[config.mk]
export PLATFORM = sky130hd
export DESIGN_NAME = cst_supervisor
export DESIGN_NICKNAME = d
export VERILOG_FILES = /design/src/cst_supervisor.v /design/src/cst_sync.v /design/src/cst_deglitch.v
export VERILOG_INCLUDE_DIRS = /design/src
export SDC_FILE = /design/constraint.sdc
export NUM_CORES = 1
export LEC_CHECK = 0
export BUFFER_PORTS_ARGS = -buffer_cell sky130_fd_sc_hd__buf_2
export CAP_MARGIN = 20
export CORE_MARGIN = 10
export CORE_UTILIZATION = 45
export DETAILED_ROUTE_END_ITERATION = 12
export HOLD_SLACK_MARGIN = 0.12
export PLACE_DENSITY = 0.6
export SYNTH_ARGS = -nofsm -noshare
export SYNTH_HDL_FRONTEND = slang
export SYNTH_SLANG_ARGS = --single-unit
[constraint.sdc]
create_clock -name clk -period 5.6 [get_ports clk]
set_clock_uncertainty 0.05 [all_clocks]
set_input_delay 0.56 -clock clk [delete_from_list [all_inputs] [get_ports clk]]
set_output_delay 0.56 -clock clk [all_outputs]
set_load 0.1 [all_outputs]
[src/cst_defines.vh]
// Timing constants and watchdog reset code for the charger supervisor
`ifndef CST_DEFINES_VH
`define CST_DEFINES_VH
`define CST_CLK_MHZ 100
`define CST_CLK_HZ 100000000
`define CST_ADAPTER_GOOD_SHORT_MS 150
`define CST_ADAPTER_GOOD_LONG_MS 1300
`define CST_FALL_US 3
`define CST_OC_MS 12
`define CST_SCL_TO_MS 30
`define CST_BOOT_MS 10
`define CST_WD_CODE_RESET 2'h3
`define CST_WD_P0_S 5
`define CST_WD_P1_S 88
`define CST_WD_P2_S 175
`define CST_DEAD_NS 20
`define CST_DEAD_CYC ((`CST_DEAD_NS * `CST_CLK_MHZ + 999) / 1000)
`define CST_CNT_W 36
`endif

[src/cst_supervisor.v]
// Charger supervisory timing: adapter switch, overcurrent, bus, watchdog
`timescale 1ns/1ns
`include "cst_defines.vh"
// Operation
// - First insertion or option 0: 150 ms deglitch
// - Later insertion with option 1: 1.3 s
// - Adapter falling turns switch off within 3 us
// - Overcurrent held 12 ms latches switch off
// - Clock low past timeout resets bus
// - Stretch limits 10 ms master, 25 ms slave
// - Watchdog reset deglitched at least 10 ms
// - Two-bit watchdog period, default 175 s
// - 20 ns dead time setting; both drivers stay off 30 ns between them
// - Charge current lowered as system load rises
// - Hybrid boost when demand exceeds adapter
// - Hot alert on overcurrent or source removal
// - Host sets limits and alert profile
// - Automatic source selection, separate drivers
// - Wake and talk after leaving lockout
// - Expired watchdog stops charging
// - Status bit shows deglitched adapter good
module cst_supervisor #(
  parameter [35:0] ADAPTER_GOOD_SHORT_CYC = 36'd15000000,
  parameter [35:0] ADAPTER_GOOD_LONG_CYC = 36'd130000000,
  parameter [35:0] OC_CYC = 36'd1200000,
  parameter [35:0] SCL_TO_CYC = 36'd3000000,
  parameter [35:0] BOOT_CYC = 36'd1000000,
  parameter [35:0] WD0_CYC = 36'd500000000,
  parameter [35:0] WD1_CYC = 36'd8800000000,
  parameter [35:0] WD2_CYC = 36'd17500000000
) (
  input wire clk,
  input wire srst,
  input wire supply_ok,
  input wire adapter_detect_input,
  input wire input_overcurrent,
  input wire system_overload,
  input wire battery_present,
  input wire scl_in,
  input wire watchdog_kick,
  input wire deglitch_sel,
  input wire watchdog_en,
  input wire [1:0] watchdog_period,
  input wire watchdog_period_we,
  input wire charge_req,
  input wire pwm_req,
  input wire [6:0] charge_limit,
  input wire [6:0] load_level,
  output reg adapter_good,
  output reg adapter_power_switch,
  output reg battery_switch,
  output reg bus_reset,
  output reg charge_en,
  output reg [6:0] charge_cmd,
  output reg hybrid_boost,
  output reg processor_hot_alert,
  output reg watchdog_expired,
  output reg high_drv,
  output reg low_drv,
  output reg awake
);
  localparam DT = `CST_DEAD_CYC;
  wire sup_s, det_s, oc_s, ovl_s, bat_s, scl_s, kick_s;
  wire adapter_good_deg, oc_deg, kick_deg;
  reg first_done_q;
  reg latch_q;
  reg sup_prev_q, bat_prev_q, adapter_good_prev_q;
  reg [1:0] wd_sel_q;
  reg [35:0] wd_cnt_q, scl_cnt_q;
  reg kick_prev_q;
  reg [3:0] dt_cnt_q;
  reg pwm_prev_q;

  cst_sync u_s0 (.clk(clk), .srst(srst), .d(supply_ok), .q(sup_s));
  cst_sync u_s1 (.clk(clk), .srst(srst), .d(adapter_detect_input),
    .q(det_s));
  cst_sync u_s2 (.clk(clk), .srst(srst), .d(input_overcurrent), .q(oc_s));
  cst_sync u_s3 (.clk(clk), .srst(srst), .d(system_overload), .q(ovl_s));
  cst_sync u_s4 (.clk(clk), .srst(srst), .d(battery_present), .q(bat_s));
  cst_sync u_s5 (.clk(clk), .srst(srst), .d(scl_in), .q(scl_s));
  cst_sync u_s6 (.clk(clk), .srst(srst), .d(watchdog_kick), .q(kick_s));

  function [35:0] wd_limit;
    input [1:0] code;
    begin
      case (code)
        2'h0: wd_limit = WD0_CYC;
        2'h1: wd_limit = WD0_CYC;
        2'h2: wd_limit = WD1_CYC;
        default: wd_limit = WD2_CYC;
      endcase
    end
  endfunction

  // Falling edge clears at once: two sync flops plus one = 30 ns
  cst_deglitch u_adapter_good (.clk(clk), .srst(srst), .in(det_s && sup_s),
    .limit((!first_done_q || !deglitch_sel) ? ADAPTER_GOOD_SHORT_CYC :
    ADAPTER_GOOD_LONG_CYC), .out(adapter_good_deg));
  cst_deglitch u_oc (.clk(clk), .srst(srst), .in(oc_s), .limit(OC_CYC),
    .out(oc_deg));
  cst_deglitch u_kick (.clk(clk), .srst(srst), .in(kick_s),
    .limit(BOOT_CYC), .out(kick_deg));

  always @(posedge clk) begin
    if (srst) begin
      first_done_q <= 1'b0;
      latch_q <= 1'b0;
      sup_prev_q <= 1'b0;
      bat_prev_q <= 1'b0;
      adapter_good_prev_q <= 1'b0;
      adapter_good <= 1'b0;
      adapter_power_switch <= 1'b0;
      battery_switch <= 1'b0;
      awake <= 1'b0;
      processor_hot_alert <= 1'b0;
    end else begin
      sup_prev_q <= sup_s;
      bat_prev_q <= bat_s;
      adapter_good_prev_q <= adapter_good_deg;
      awake <= sup_s;
      adapter_good <= adapter_good_deg;
      if (sup_s && !sup_prev_q)
        first_done_q <= 1'b0;
      else if (adapter_good_deg && !adapter_good_prev_q)
        first_done_q <= 1'b1;
      if (oc_deg)
        latch_q <= 1'b1;
      else if (!det_s)
        latch_q <= 1'b0;
      adapter_power_switch <= adapter_good_deg && !latch_q && !oc_deg;
      battery_switch <= sup_s && bat_s && !adapter_good_deg;
      processor_hot_alert <= oc_s || ovl_s ||
        (adapter_good_prev_q && !adapter_good_deg) || (bat_prev_q && !bat_s);
    end
  end

  // Bus clock-low timeout; 30 ms, shorter than the 35 ms combined stretch of both parties
  always @(posedge clk) begin
    if (srst || scl_s || !sup_s) begin
      scl_cnt_q <= 36'h0;
      bus_reset <= 1'b0;
    end else if (scl_cnt_q >= SCL_TO_CYC) begin
      bus_reset <= 1'b1;
    end else begin
      scl_cnt_q <= scl_cnt_q + 36'h1;
    end
  end

  // Watchdog
  always @(posedge clk) begin
    if (srst) begin
      wd_sel_q <= `CST_WD_CODE_RESET;
      wd_cnt_q <= 36'h0;
      kick_prev_q <= 1'b0;
      watchdog_expired <= 1'b0;
    end else begin
      kick_prev_q <= kick_deg;
      if (watchdog_period_we)
        wd_sel_q <= watchdog_period;
      if (!watchdog_en || (kick_deg && !kick_prev_q)) begin
        wd_cnt_q <= 36'h0;
        watchdog_expired <= 1'b0;
      end else if (wd_cnt_q >= wd_limit(wd_sel_q)) begin
        watchdog_expired <= 1'b1;
      end else begin
        wd_cnt_q <= wd_cnt_q + 36'h1;
      end
    end
  end

  // Charge control with load-based derating
  always @(posedge clk) begin
    if (srst) begin
      charge_en <= 1'b0;
      charge_cmd <= 7'h00;
      hybrid_boost <= 1'b0;
    end else begin
      charge_en <= charge_req && adapter_power_switch &&
        !watchdog_expired && !latch_q;
      if (load_level >= charge_limit)
        charge_cmd <= 7'h00;
      else
        charge_cmd <= charge_limit - load_level;
      hybrid_boost <= adapter_good_deg && bat_s && ovl_s;
    end
  end

  // Break-before-make PWM drivers
  always @(posedge clk) begin
    if (srst) begin
      high_drv <= 1'b0;
      low_drv <= 1'b0;
      dt_cnt_q <= 4'h0;
      pwm_prev_q <= 1'b0;
    end else begin
      pwm_prev_q <= pwm_req;
      if (pwm_req != pwm_prev_q) begin
        high_drv <= 1'b0;
        low_drv <= 1'b0;
        dt_cnt_q <= 4'h0;
      end else if (dt_cnt_q < DT[3:0]) begin
        dt_cnt_q <= dt_cnt_q + 4'h1;
      end else begin
        high_drv <= pwm_req && charge_en;
        low_drv <= !pwm_req && charge_en;
      end
    end
  end
endmodule

[src/cst_sync.v]
// Two-flop synchroniser for asynchronous pins
`timescale 1ns/1ns
module cst_sync (
  input wire clk,
  input wire srst,
  input wire d,
  output reg q
);
  reg m_q;
  always @(posedge clk) begin
    if (srst) begin
      m_q <= 1'b0;
      q <= 1'b0;
    end else begin
      m_q <= d;
      q <= m_q;
    end
  end
endmodule

[src/cst_deglitch.v]
// Holds a high level for a programmable count before passing it on; a low clears at once
`timescale 1ns/1ns
module cst_deglitch (
  input wire clk,
  input wire srst,
  input wire in,
  input wire [35:0] limit,
  output reg out
);
  reg [35:0] cnt_q;
  always @(posedge clk) begin
    if (srst || !in) begin
      cnt_q <= 36'h0;
      out <= 1'b0;
    end else if (cnt_q >= limit) begin
      out <= 1'b1;
    end else begin
      cnt_q <= cnt_q + 36'h1;
    end
  end
endmodule

==> results of run 1 <==
cell families after synthesis:
| family | count (synthesis) | synth area share (%) |
|---|---|---|
| DFF | 226 | 42.52 |
| AOI/OAI and AO/OA | 213 | 14.03 |
| adders and majority gates | 50 | 5.949 |
| muxes | 22 | 2.069 |
| xor gates and xnor gates | 36 | 2.963 |
| buffers and inverters | 95 | 3.821 |
| and+or+nand+nor | 547 | 28.65 |
through the flow:
stage               util (%)  std cells
detailed placement     47.46       1513
floorplan                  -       1189
global route           51.25       1559
global placement       47.41       1512
CTS                    51.19       1557
finish                 51.25       1559
worst max path at each step:
stage | startpoint | end | slack, ns | cells past startpoint
2_1_floorplan | deglitch_sel | u_adapter_good.cnt_q[27] | 2.68 | 10
3_3_place_gp | deglitch_sel | u_adapter_good.cnt_q[27] | 1.79 | 11
3_5_place_dp | deglitch_sel | u_adapter_good.cnt_q[27] | 1.68 | 11
4_1_cts | wd_sel_q[1] | wd_cnt_q[22] | 2.03 | 9
5_1_grt | wd_sel_q[1] | wd_cnt_q[22] | 1.71 | 9
6_report | wd_sel_q[1] | wd_cnt_q[22] | 2.04 | 9
routing by layer:
layer	up-vias	share of wire (%)	global-route usage (%)
li1	4414	-	-
met1	3988	52	20.77
met2	113	43	23.11
met3	26	3.3	2.331
met4	0	2.0	3.278
met5	-	0	0
registers in the layout, indices dropped and copies added (netlist names), 2 cells and up:
| signal | count |
|---|---|
| scl_cnt_q | 36 |
| u_adapter_good.cnt_q | 36 |
| charge_cmd | 7 |
| u_kick.cnt_q | 36 |
| wd_cnt_q | 36 |
| wd_sel_q | 2 |
| dt_cnt_q | 4 |
| u_oc.cnt_q | 36 |
area by class of cell:
| class | instances | area share [%] |
|---|---|---|
| inverter | 45 | 1.408 |
| clock inverter | 12 | 1.596 |
| tap | 319 | 3.328 |
| multi-input combinational | 868 | 47.64 |
| timing repair buffer | 57 | 2.618 |
| sequential | 226 | 37.72 |
| clock buffer | 32 | 5.685 |
layout by cell type, fill, tap and decap left out, types with 25 or more instances in the layout:
master     synthesis  layout
inv_1             44      44
xor2_1            28      28
and2_1            53      53
nor3_1            25      25
o31ai_1           28      28
nand4_1           49      49
buf_2              8      47
dfxtp_1          226     226
and3_1            30      30
nand2_1           92      92
o21ai_0           30      30
or4_1             28      28
nand3_1           51      51
nor2_1            81      81
nor4_1            25      25
ha_1              49      49
a21oi_1           53      53
clkbuf_16          0      25
nor2b_1           28      28
report_power, final:
| group | internal [uW] | total (uW) | switching [uW] |
|---|---|---|---|
| clock network | 1090 | 1750 | 660 |
| registers | 1620 | 1630 | 6.81 |
| logic | 41.6 | 134 | 92.2 |
| total | 2750 | 3510 | 759 |
worst max-delay path: stages, from the launching register on:
cell      delay [ns]
dfxtp_1         0.36
nand2_1         0.23
inv_1           0.15
ha_1            0.32
nand4_1         0.12
nor4b_1         0.47
a21boi_0        0.48
o21a_1          0.87
or4_1           0.25
mux2i_1         0.19
==> reports/metrics.csv, run 1 <==
metric,value,unit
post_cts_resized,0,
period_needed,3.562,ns
reg2reg_from,wd_sel_q[1],
routedWlPerCell,14.58,um
cts_setup_buffers,0,
min_delay_path_depth,2,
io_pins,48,
holdCritPathClass,input pin to register,
path_max_fanout,30,
grt-ovfl-total,0,
fillers,2234,
hpwl,15260,um
grt_antenna_before_repair,0,
ys_seq_elements,226,
avgSynthCellArea,8.950,sq um
finalInstanceArea,11990,sq um
postRouteAntennaNets,0,
die_x,173.8,um
core_area,23400,sq um
critPathRequiredTime,6.00,ns
setup_ws,2.038,ns
syn-cell-area,10640,sq um
drv_cap,0,
dieArea,30200,sq um
antenna_cells,0,
timing.final.crit_share,63.60,%
io_buffer_count,47,
final_max_slew_viol_count,0,
cp_data_arrival_time,3.96,ns
min_to,u_s4.m_q,
ir_drop,0.1842,mV
hold_viol_final,0,
cts.sinks,226,
place_area,11110,sq um
slew_headroom,30.90,%
rrSetupSlack,2.04,ns
setup_violations,0,
synth_top_area_share,42.52,%
synth-edff-count,0,
area_delta_synth_final,12.71,%
cts_buffer_depth,3,
cts.clk_slew.worst_paths,0.06,ns
clock_latency,0.52,ns
dp_worst_setup_slack,1.679,ns
drive_gt1_share,11.61,%
synth.most_common_cell,dfxtp_1,
h-tree-depth,1,
power_leakage,0.004435,uW
synthDistinctLibCells,69,
drc,0,
yosysTopAreaCell,dfxtp_1,
nNetsFinal,1303,
status,finished clean,
worst_pin_slew,1.037,ns
root_buffer,clkbuf_16,
placementRows,56,
cp-start-kind,register,
hold_buffers,0,
grt_pass1_vias,7839,
multiInputGateArea,5714,sq um
worstSetupPathType,register to register,
rr_endpoint,wd_cnt_q[22],
grt_usage,14.73,%
die_h,173.8,um
netlist_instances,1189,
power,3509,uW
wl,22730,um
initial_core_util,45.47,%
regArea,4524,sq um
viasPerCell,5.479,
min_from,battery_present,
clock.fmax,0.2808,GHz
synthTopCellsByCount,"dfxtp_1, nand2_1, nor2_1",
p_per_area,292.5,nW/um^2
async_reset_ff_share,0,%
drt_iter0_drc,503,
fin_hold_ws,0.1922,ns
drt_first_pass_iters,5,
ys_dominant_reg_cell,dfxtp_1,
synthTopCellsByArea,"dfxtp_1, ha_1, nand2_1",
ys_seq_area_share,42.52,%
cts_tree,done,
rsz0062_at_grt,no,
endpoint_kind,register,
grt_pass1_wl,39300,um
cts_buffers,25,
syn_nets,1269,
r2r_cells,9,
via_count,8541,
finalSetupTns,0,ns
gp_congestion,0.8196,
grt_max_degree,40,
yosys_warnings,0,
No activity file was read; power rests on OpenSTA's default activity.
==> run 2: changes to the inputs <==
==> constraint.sdc (replaced) <==
create_clock -name clk -period 3.7 [get_ports clk]
set_clock_uncertainty 0.05 [all_clocks]
set_input_delay 0.37 -clock clk [delete_from_list [all_inputs] [get_ports clk]]
set_output_delay 0.37 -clock clk [all_outputs]
set_load 0.1 [all_outputs]
==> reports/metrics.csv, run 2 (synthesis gave the netlist of run 1 again) <==
metric,value,unit,change
min_to,kick_prev_q,,was u_s4.m_q
gp_congestion,0.8010,,was 0.8196
grt_pass1_wl,39340,um,"was 39,300 um"
grt_pass1_vias,8109,,"was 7,839"
p_per_area,427.7,nW/um^2,was 292.5 nW/um^2
holdCritPathClass,input pin to register,,unchanged
status,finished clean,,unchanged
final_max_slew_viol_count,0,,unchanged
root_buffer,clkbuf_16,,unchanged
critPathRequiredTime,4.06,ns,was 6.00 ns
drt_iter0_drc,547,,was 503
period_needed,3.074,ns,was 3.562 ns
io_pins,48,,unchanged
min_delay_path_depth,2,,unchanged
fin_hold_ws,0.1380,ns,was 0.1922 ns
drc,0,,unchanged
rr_endpoint,wd_cnt_q[22],,unchanged
wl,22880,um,"was 22,730 um"
cts_buffers,26,,was 25
power,5211,uW,was 3509 uW
die_x,173.8,um,unchanged
routedWlPerCell,14.45,um,was 14.58 um
clock.fmax,0.3253,GHz,was 0.2808 GHz
io_buffer_count,47,,unchanged
cp-start-kind,register,,unchanged
grt_max_degree,40,,unchanged
cp_data_arrival_time,3.43,ns,was 3.96 ns
postRouteAntennaNets,0,,unchanged
drv_cap,0,,unchanged
cts_tree,done,,unchanged
antenna_cells,0,,unchanged
endpoint_kind,register,,unchanged
cts_buffer_depth,3,,unchanged
grt_usage,14.74,%,was 14.73%
setup_violations,0,,unchanged
viasPerCell,5.433,,was 5.479
setup_ws,0.6259,ns,was 2.038 ns
die_h,173.8,um,unchanged
hpwl,15700,um,"was 15,260 um"
critPathSlowestCell,or4_1,,was o21a_1
placementRows,56,,unchanged
cts.clk_slew.worst_paths,0.06,ns,about the same
power_leakage,0.004528,uW,was 0.004435 uW
area_delta_synth_final,14.49,%,was 12.71%
rrSetupSlack,0.63,ns,was 2.04 ns
worst_pin_slew,1.023,ns,was 1.037 ns
fillers,2222,,"was 2,234"
h-tree-depth,1,,unchanged
worstSetupPathType,register to register,,unchanged
grt_antenna_before_repair,0,,unchanged
reg2reg_from,wd_sel_q[1],,unchanged
drive_gt1_share,12.03,%,was 11.61%
timing.final.crit_share,83.09,%,was 63.60%
layout_commonest_cell,dfxtp_1,,unchanged
slew_headroom,31.63,%,was 30.90%
hold_viol_final,0,,unchanged
grt-ovfl-total,0,,unchanged
mostFrequentLayoutCells,"dfxtp_1, nand2_1, nor2_1",,unchanged
cts.sinks,226,,unchanged
via_count,8600,,"was 8,541"
initial_core_util,45.47,%,unchanged
clock_latency,0.52,ns,about the same
finalSetupTns,0,ns,unchanged
core_area,23400,sq um,unchanged
path_cells,nand2_1 -> inv_1 -> ha_1 -> a211o_1 -> a311o_1 -> o21a_1 -> buf_4 -> or4_1 -> mux2i_1,,was nand2_1 -> inv_1 -> ha_1 -> nand4_1 -> nor4b_1 -> a21boi_0 -> o21a_1 -> or4_1 -> mux2i_1
dp_worst_setup_slack,0.5186,ns,was 1.679 ns
r2r_cells,9,,unchanged
rsz0062_at_grt,no,,unchanged
slowest_delay,0.54,ns,was 0.87 ns
ir_drop,0.3337,mV,was 0.1842 mV
nNetsFinal,1326,,"was 1,303"
min_from,srst,,was battery_present
drt_first_pass_iters,4,,was 5
dieArea,30200,sq um,unchanged
path_max_fanout,12,,was 30
[run 2: worst max-delay path by stage]
stage / startpoint / end / slack (ns) / depth (start not counted)
floorplan: deglitch_sel / u_adapter_good.cnt_q[27] / 0.97 / 10
global placement: deglitch_sel / u_adapter_good.cnt_q[16] / 0.61 / 11
detailed placement: deglitch_sel / u_adapter_good.cnt_q[15] / 0.52 / 11
CTS: wd_sel_q[1] / wd_cnt_q[22] / 0.62 / 9
global route: wd_sel_q[1] / wd_cnt_q[21] / 0.30 / 9
finish: wd_sel_q[1] / wd_cnt_q[22] / 0.63 / 9
[run 2: area by class of cell]
class	instances	area, sq um	area share (%)
multi-input combinational	868	5714	46.90
sequential	226	4524	37.14
clock buffer	39	790.8	6.491
timing repair buffer	79	516.7	4.242
tap	319	399.1	3.276
inverter	45	168.9	1.386
clock inverter	7	68.82	0.5649
[run 2: what timing repair did]
| action | CTS | global route |
|---|---|---|
| buffers inserted | 0 | 0 |
| resized for setup | 0 | 0 |
| hold endpoints to repair | 12 | 0 |
| hold buffers | 15 | 0 |
| setup endpoints to repair | 0 | 0 |
[run 2: stage by stage]
| step | cell area, sq um | instances | utilization [%] |
|---|---|---|---|
| 2_1_floorplan | 10640 | 1189 | - |
| 3_3_place_gp | 11150 | 1519 | 47.63 |
| 3_5_place_dp | 11160 | 1520 | 47.68 |
| 4_1_cts | 12170 | 1581 | 51.99 |
| 5_1_grt | 12180 | 1583 | 52.06 |
| 6_report | 12180 | 1583 | 52.06 |
[run 2: power breakdown]
group / internal [uW] / switching, uW / leakage, uW
logic: 75.6 / 143 / 0.00228
clock network: 1540 / 988 / 0.000425
registers: 2450 / 10.5 / 0.00183
[run 2: per-layer routing]
layer,vias to the layer above,GRT usage (%),wire [um]
met5,-,0,0
met2,121,22.90,9724
met4,0,3.384,408
met3,29,2.636,882
li1,4450,-,-
met1,4000,20.75,11860
[run 2: worst max-delay path, delay by kind of cell (launching register included)]
kind / cells / cell delay, ns
fa+ha+maj: 1 / 0.27
flops: 1 / 0.43
compound gates: 3 / 0.91
simple gates: 2 / 0.79
buf+inv: 2 / 0.39
mux: 1 / 0.14
==> run 3: changes to the inputs <==
--- a/config.mk
+++ b/config.mk
@@ -12,7 +12,7 @@
 export CORE_UTILIZATION = 45
 export DETAILED_ROUTE_END_ITERATION = 12
 export HOLD_SLACK_MARGIN = 0.12
-export PLACE_DENSITY = 0.6
+export PLACE_DENSITY = 0.63
 export SYNTH_ARGS = -nofsm -noshare
 export SYNTH_HDL_FRONTEND = slang
 export SYNTH_SLANG_ARGS = --single-unit
==> constraint.sdc (replaced) <==
create_clock -name clk -period 2.6 [get_ports clk]
set_clock_uncertainty 0.05 [all_clocks]
set_input_delay 0.26 -clock clk [delete_from_list [all_inputs] [get_ports clk]]
set_output_delay 0.26 -clock clk [all_outputs]
set_load 0.1 [all_outputs]
==> reports/metrics.csv, run 3 (synthesis gave the netlist of run 1 again) <==
metric,value,unit,change
clock_latency,0.52,ns,about the same
setup_violations,1,,was 0
grt_pass1_vias,8543,,"was 8,109"
critPathSlowestCell,or4_1,,unchanged
drv_cap,0,,unchanged
hold_viol_final,0,,unchanged
grt-ovfl-total,0,,unchanged
final_max_slew_viol_count,0,,unchanged
grt_usage,15.21,%,was 14.74%
cts_buffers,25,,was 26
path_cells,nand2_4 -> inv_4 -> ha_4 -> a211o_1 -> a311o_1 -> o21a_1 -> buf_6 -> buf_6 -> or4_1 -> a21oi_1,,was nand2_1 -> inv_1 -> ha_1 -> a211o_1 -> a311o_1 -> o21a_1 -> buf_4 -> or4_1 -> mux2i_1
path_common_cell,buf_6,,
worst_pin_slew,0.7401,ns,was 1.023 ns
ir_drop,0.4181,mV,was 0.3337 mV
mostFrequentLayoutCells,"dfxtp_1, nand2_1, nor2_1",,unchanged
cp_data_arrival_time,3.01,ns,was 3.43 ns
wl,24610,um,"was 22,880 um"
viasPerCell,5.430,,was 5.433
regArea,4532,sq um,was 4524 sq um
nNetsFinal,1403,,"was 1,326"
setup_ws,-0.02244,ns,was 0.6259 ns
gp_congestion,0.8418,,was 0.8010
path_max_fanout,6,,was 12
io_pins,48,,unchanged
fin_hold_ws,0.1635,ns,was 0.1380 ns
cts.clk_slew.worst_paths,0.06,ns,about the same
slowest_delay,0.46,ns,was 0.54 ns
drc,0,,unchanged
multiInputGateArea,6196,sq um,was 5714 sq um
layout_commonest_cell,dfxtp_1,,unchanged
dp_worst_setup_slack,-0.1525,ns,was 0.5186 ns
die_x,173.8,um,unchanged
antenna_cells,0,,unchanged
fin_util,57.24,%,was 52.06%
cts_buffer_depth,3,,unchanged
drive_gt1_share,21.70,%,was 12.03%
routedWlPerCell,14.83,um,was 14.45 um
postRouteAntennaNets,0,,unchanged
hpwl,16310,um,"was 15,700 um"
worstSetupPathType,register to register,,unchanged
r2r_cells,10,,was 9
die_h,173.8,um,unchanged
min_delay_path_depth,4,,was 2
p_per_area,540.7,nW/um^2,was 427.7 nW/um^2
h-tree-depth,1,,unchanged
rsz0062_at_grt,yes,,was no
dieArea,30200,sq um,unchanged
holdCritPathClass,input pin to register,,unchanged
power_leakage,0.005026,uW,was 0.004528 uW
placementRows,56,,unchanged
cts.sinks,226,,unchanged
via_count,9014,,"was 8,600"
area_delta_synth_final,25.88,%,was 14.49%
critPathRequiredTime,2.99,ns,was 4.06 ns
cts_tree,done,,unchanged
period_needed,2.622,ns,was 3.074 ns
drt_first_pass_iters,5,,was 4
clock.fmax,0.3813,GHz,was 0.3253 GHz
io_buffer_count,47,,unchanged
violations,setup timing,,
cp-start-kind,register,,unchanged
drt_iter0_drc,520,,was 547
initial_core_util,45.47,%,unchanged
status,"finished, violations left",,was finished clean
endpoint_kind,register,,unchanged
core_area,23400,sq um,unchanged
grt_max_degree,40,,unchanged
grt_pass1_wl,40750,um,"was 39,340 um"
timing.final.crit_share,100.9,%,was 83.09%
slew_headroom,50.54,%,was 31.63%
grt_antenna_before_repair,0,,unchanged
fillers,2079,,"was 2,222"
root_buffer,clkbuf_16,,unchanged
finalSetupTns,-0.02244,ns,was 0 ns
==> run 3: cell count changes in the layout (fill, tap and decap cells not counted), sizes merged <==
cell | before | now
clkbuf | 39 | 35
buf | 64 | 134
dlygate4sd3 | 15 | 20
clkinv | 5 | 11
==> run 3: worst paths after layout <==
check,end,slack [ns],startpoint
worst max register to register,wd_cnt_q[15],-0.02,wd_sel_q[1]
worst min register to register,u_s1.q,0.39,u_s1.m_q
worst min-delay path,charge_cmd[1],0.16,charge_limit[1]
worst max-delay path,wd_cnt_q[15],-0.02,wd_sel_q[1]
==> run 3: through the flow <==
stage / cell area [sq um] / cells / power [uW]
2_1_floorplan: 10640 / 1189 / 3793
3_3_place_gp: 11650 / 1577 / 3893
3_5_place_dp: 11650 / 1577 / 3900
4_1_cts: 12780 / 1645 / 7314
5_1_grt: 13400 / 1660 / 7508
6_report: 13400 / 1660 / 7243
==> run 3: power breakdown <==
| group | leakage, uW | total [uW] | switching (uW) | internal [uW] |
|---|---|---|---|---|
| Combinational | 0.00280 | 356 | 219 | 138 |
| Clock | 0.000399 | 3380 | 1400 | 1980 |
| Sequential | 0.00183 | 3510 | 16.0 | 3490 |
==> run 3: final cells by class <==
cell class	instances	area share, %
clock inverter	13	0.7472
clock buffer	32	5.165
inverter	45	1.298
multi-input combinational	868	46.25
tap	319	2.980
timing repair buffer	157	9.724
sequential	226	33.83
==> run 3: repair_timing <==
| item | 4_1_cts | 5_1_grt |
|---|---|---|
| cloned | 1 | 7 |
| gates resized for setup | 25 | 96 |
| setup endpoints to repair | 56 | 63 |
| endpoints found under the hold margin | 18 | 0 |
| buffers inserted | 2 | 8 |
| pin swaps | 12 | 50 |
| hold buffers | 20 | 0 |
==> run 3: layer usage <==
metal	vias up	routed length (um)	track usage [%]
met5	-	0	0
met4	0	369	3.384
met3	30	975	2.265
met2	155	10920	23.79
met1	4209	12350	21.57
li1	4620	-	-
==> run 3: critical path, delay by kind of cell (launching register included) <==
kind	cells	cell delay, ns
fa+ha+maj	1	0.19
compound gates	4	1.03
flops	1	0.39
buf+inv	3	0.34
simple gates	2	0.54
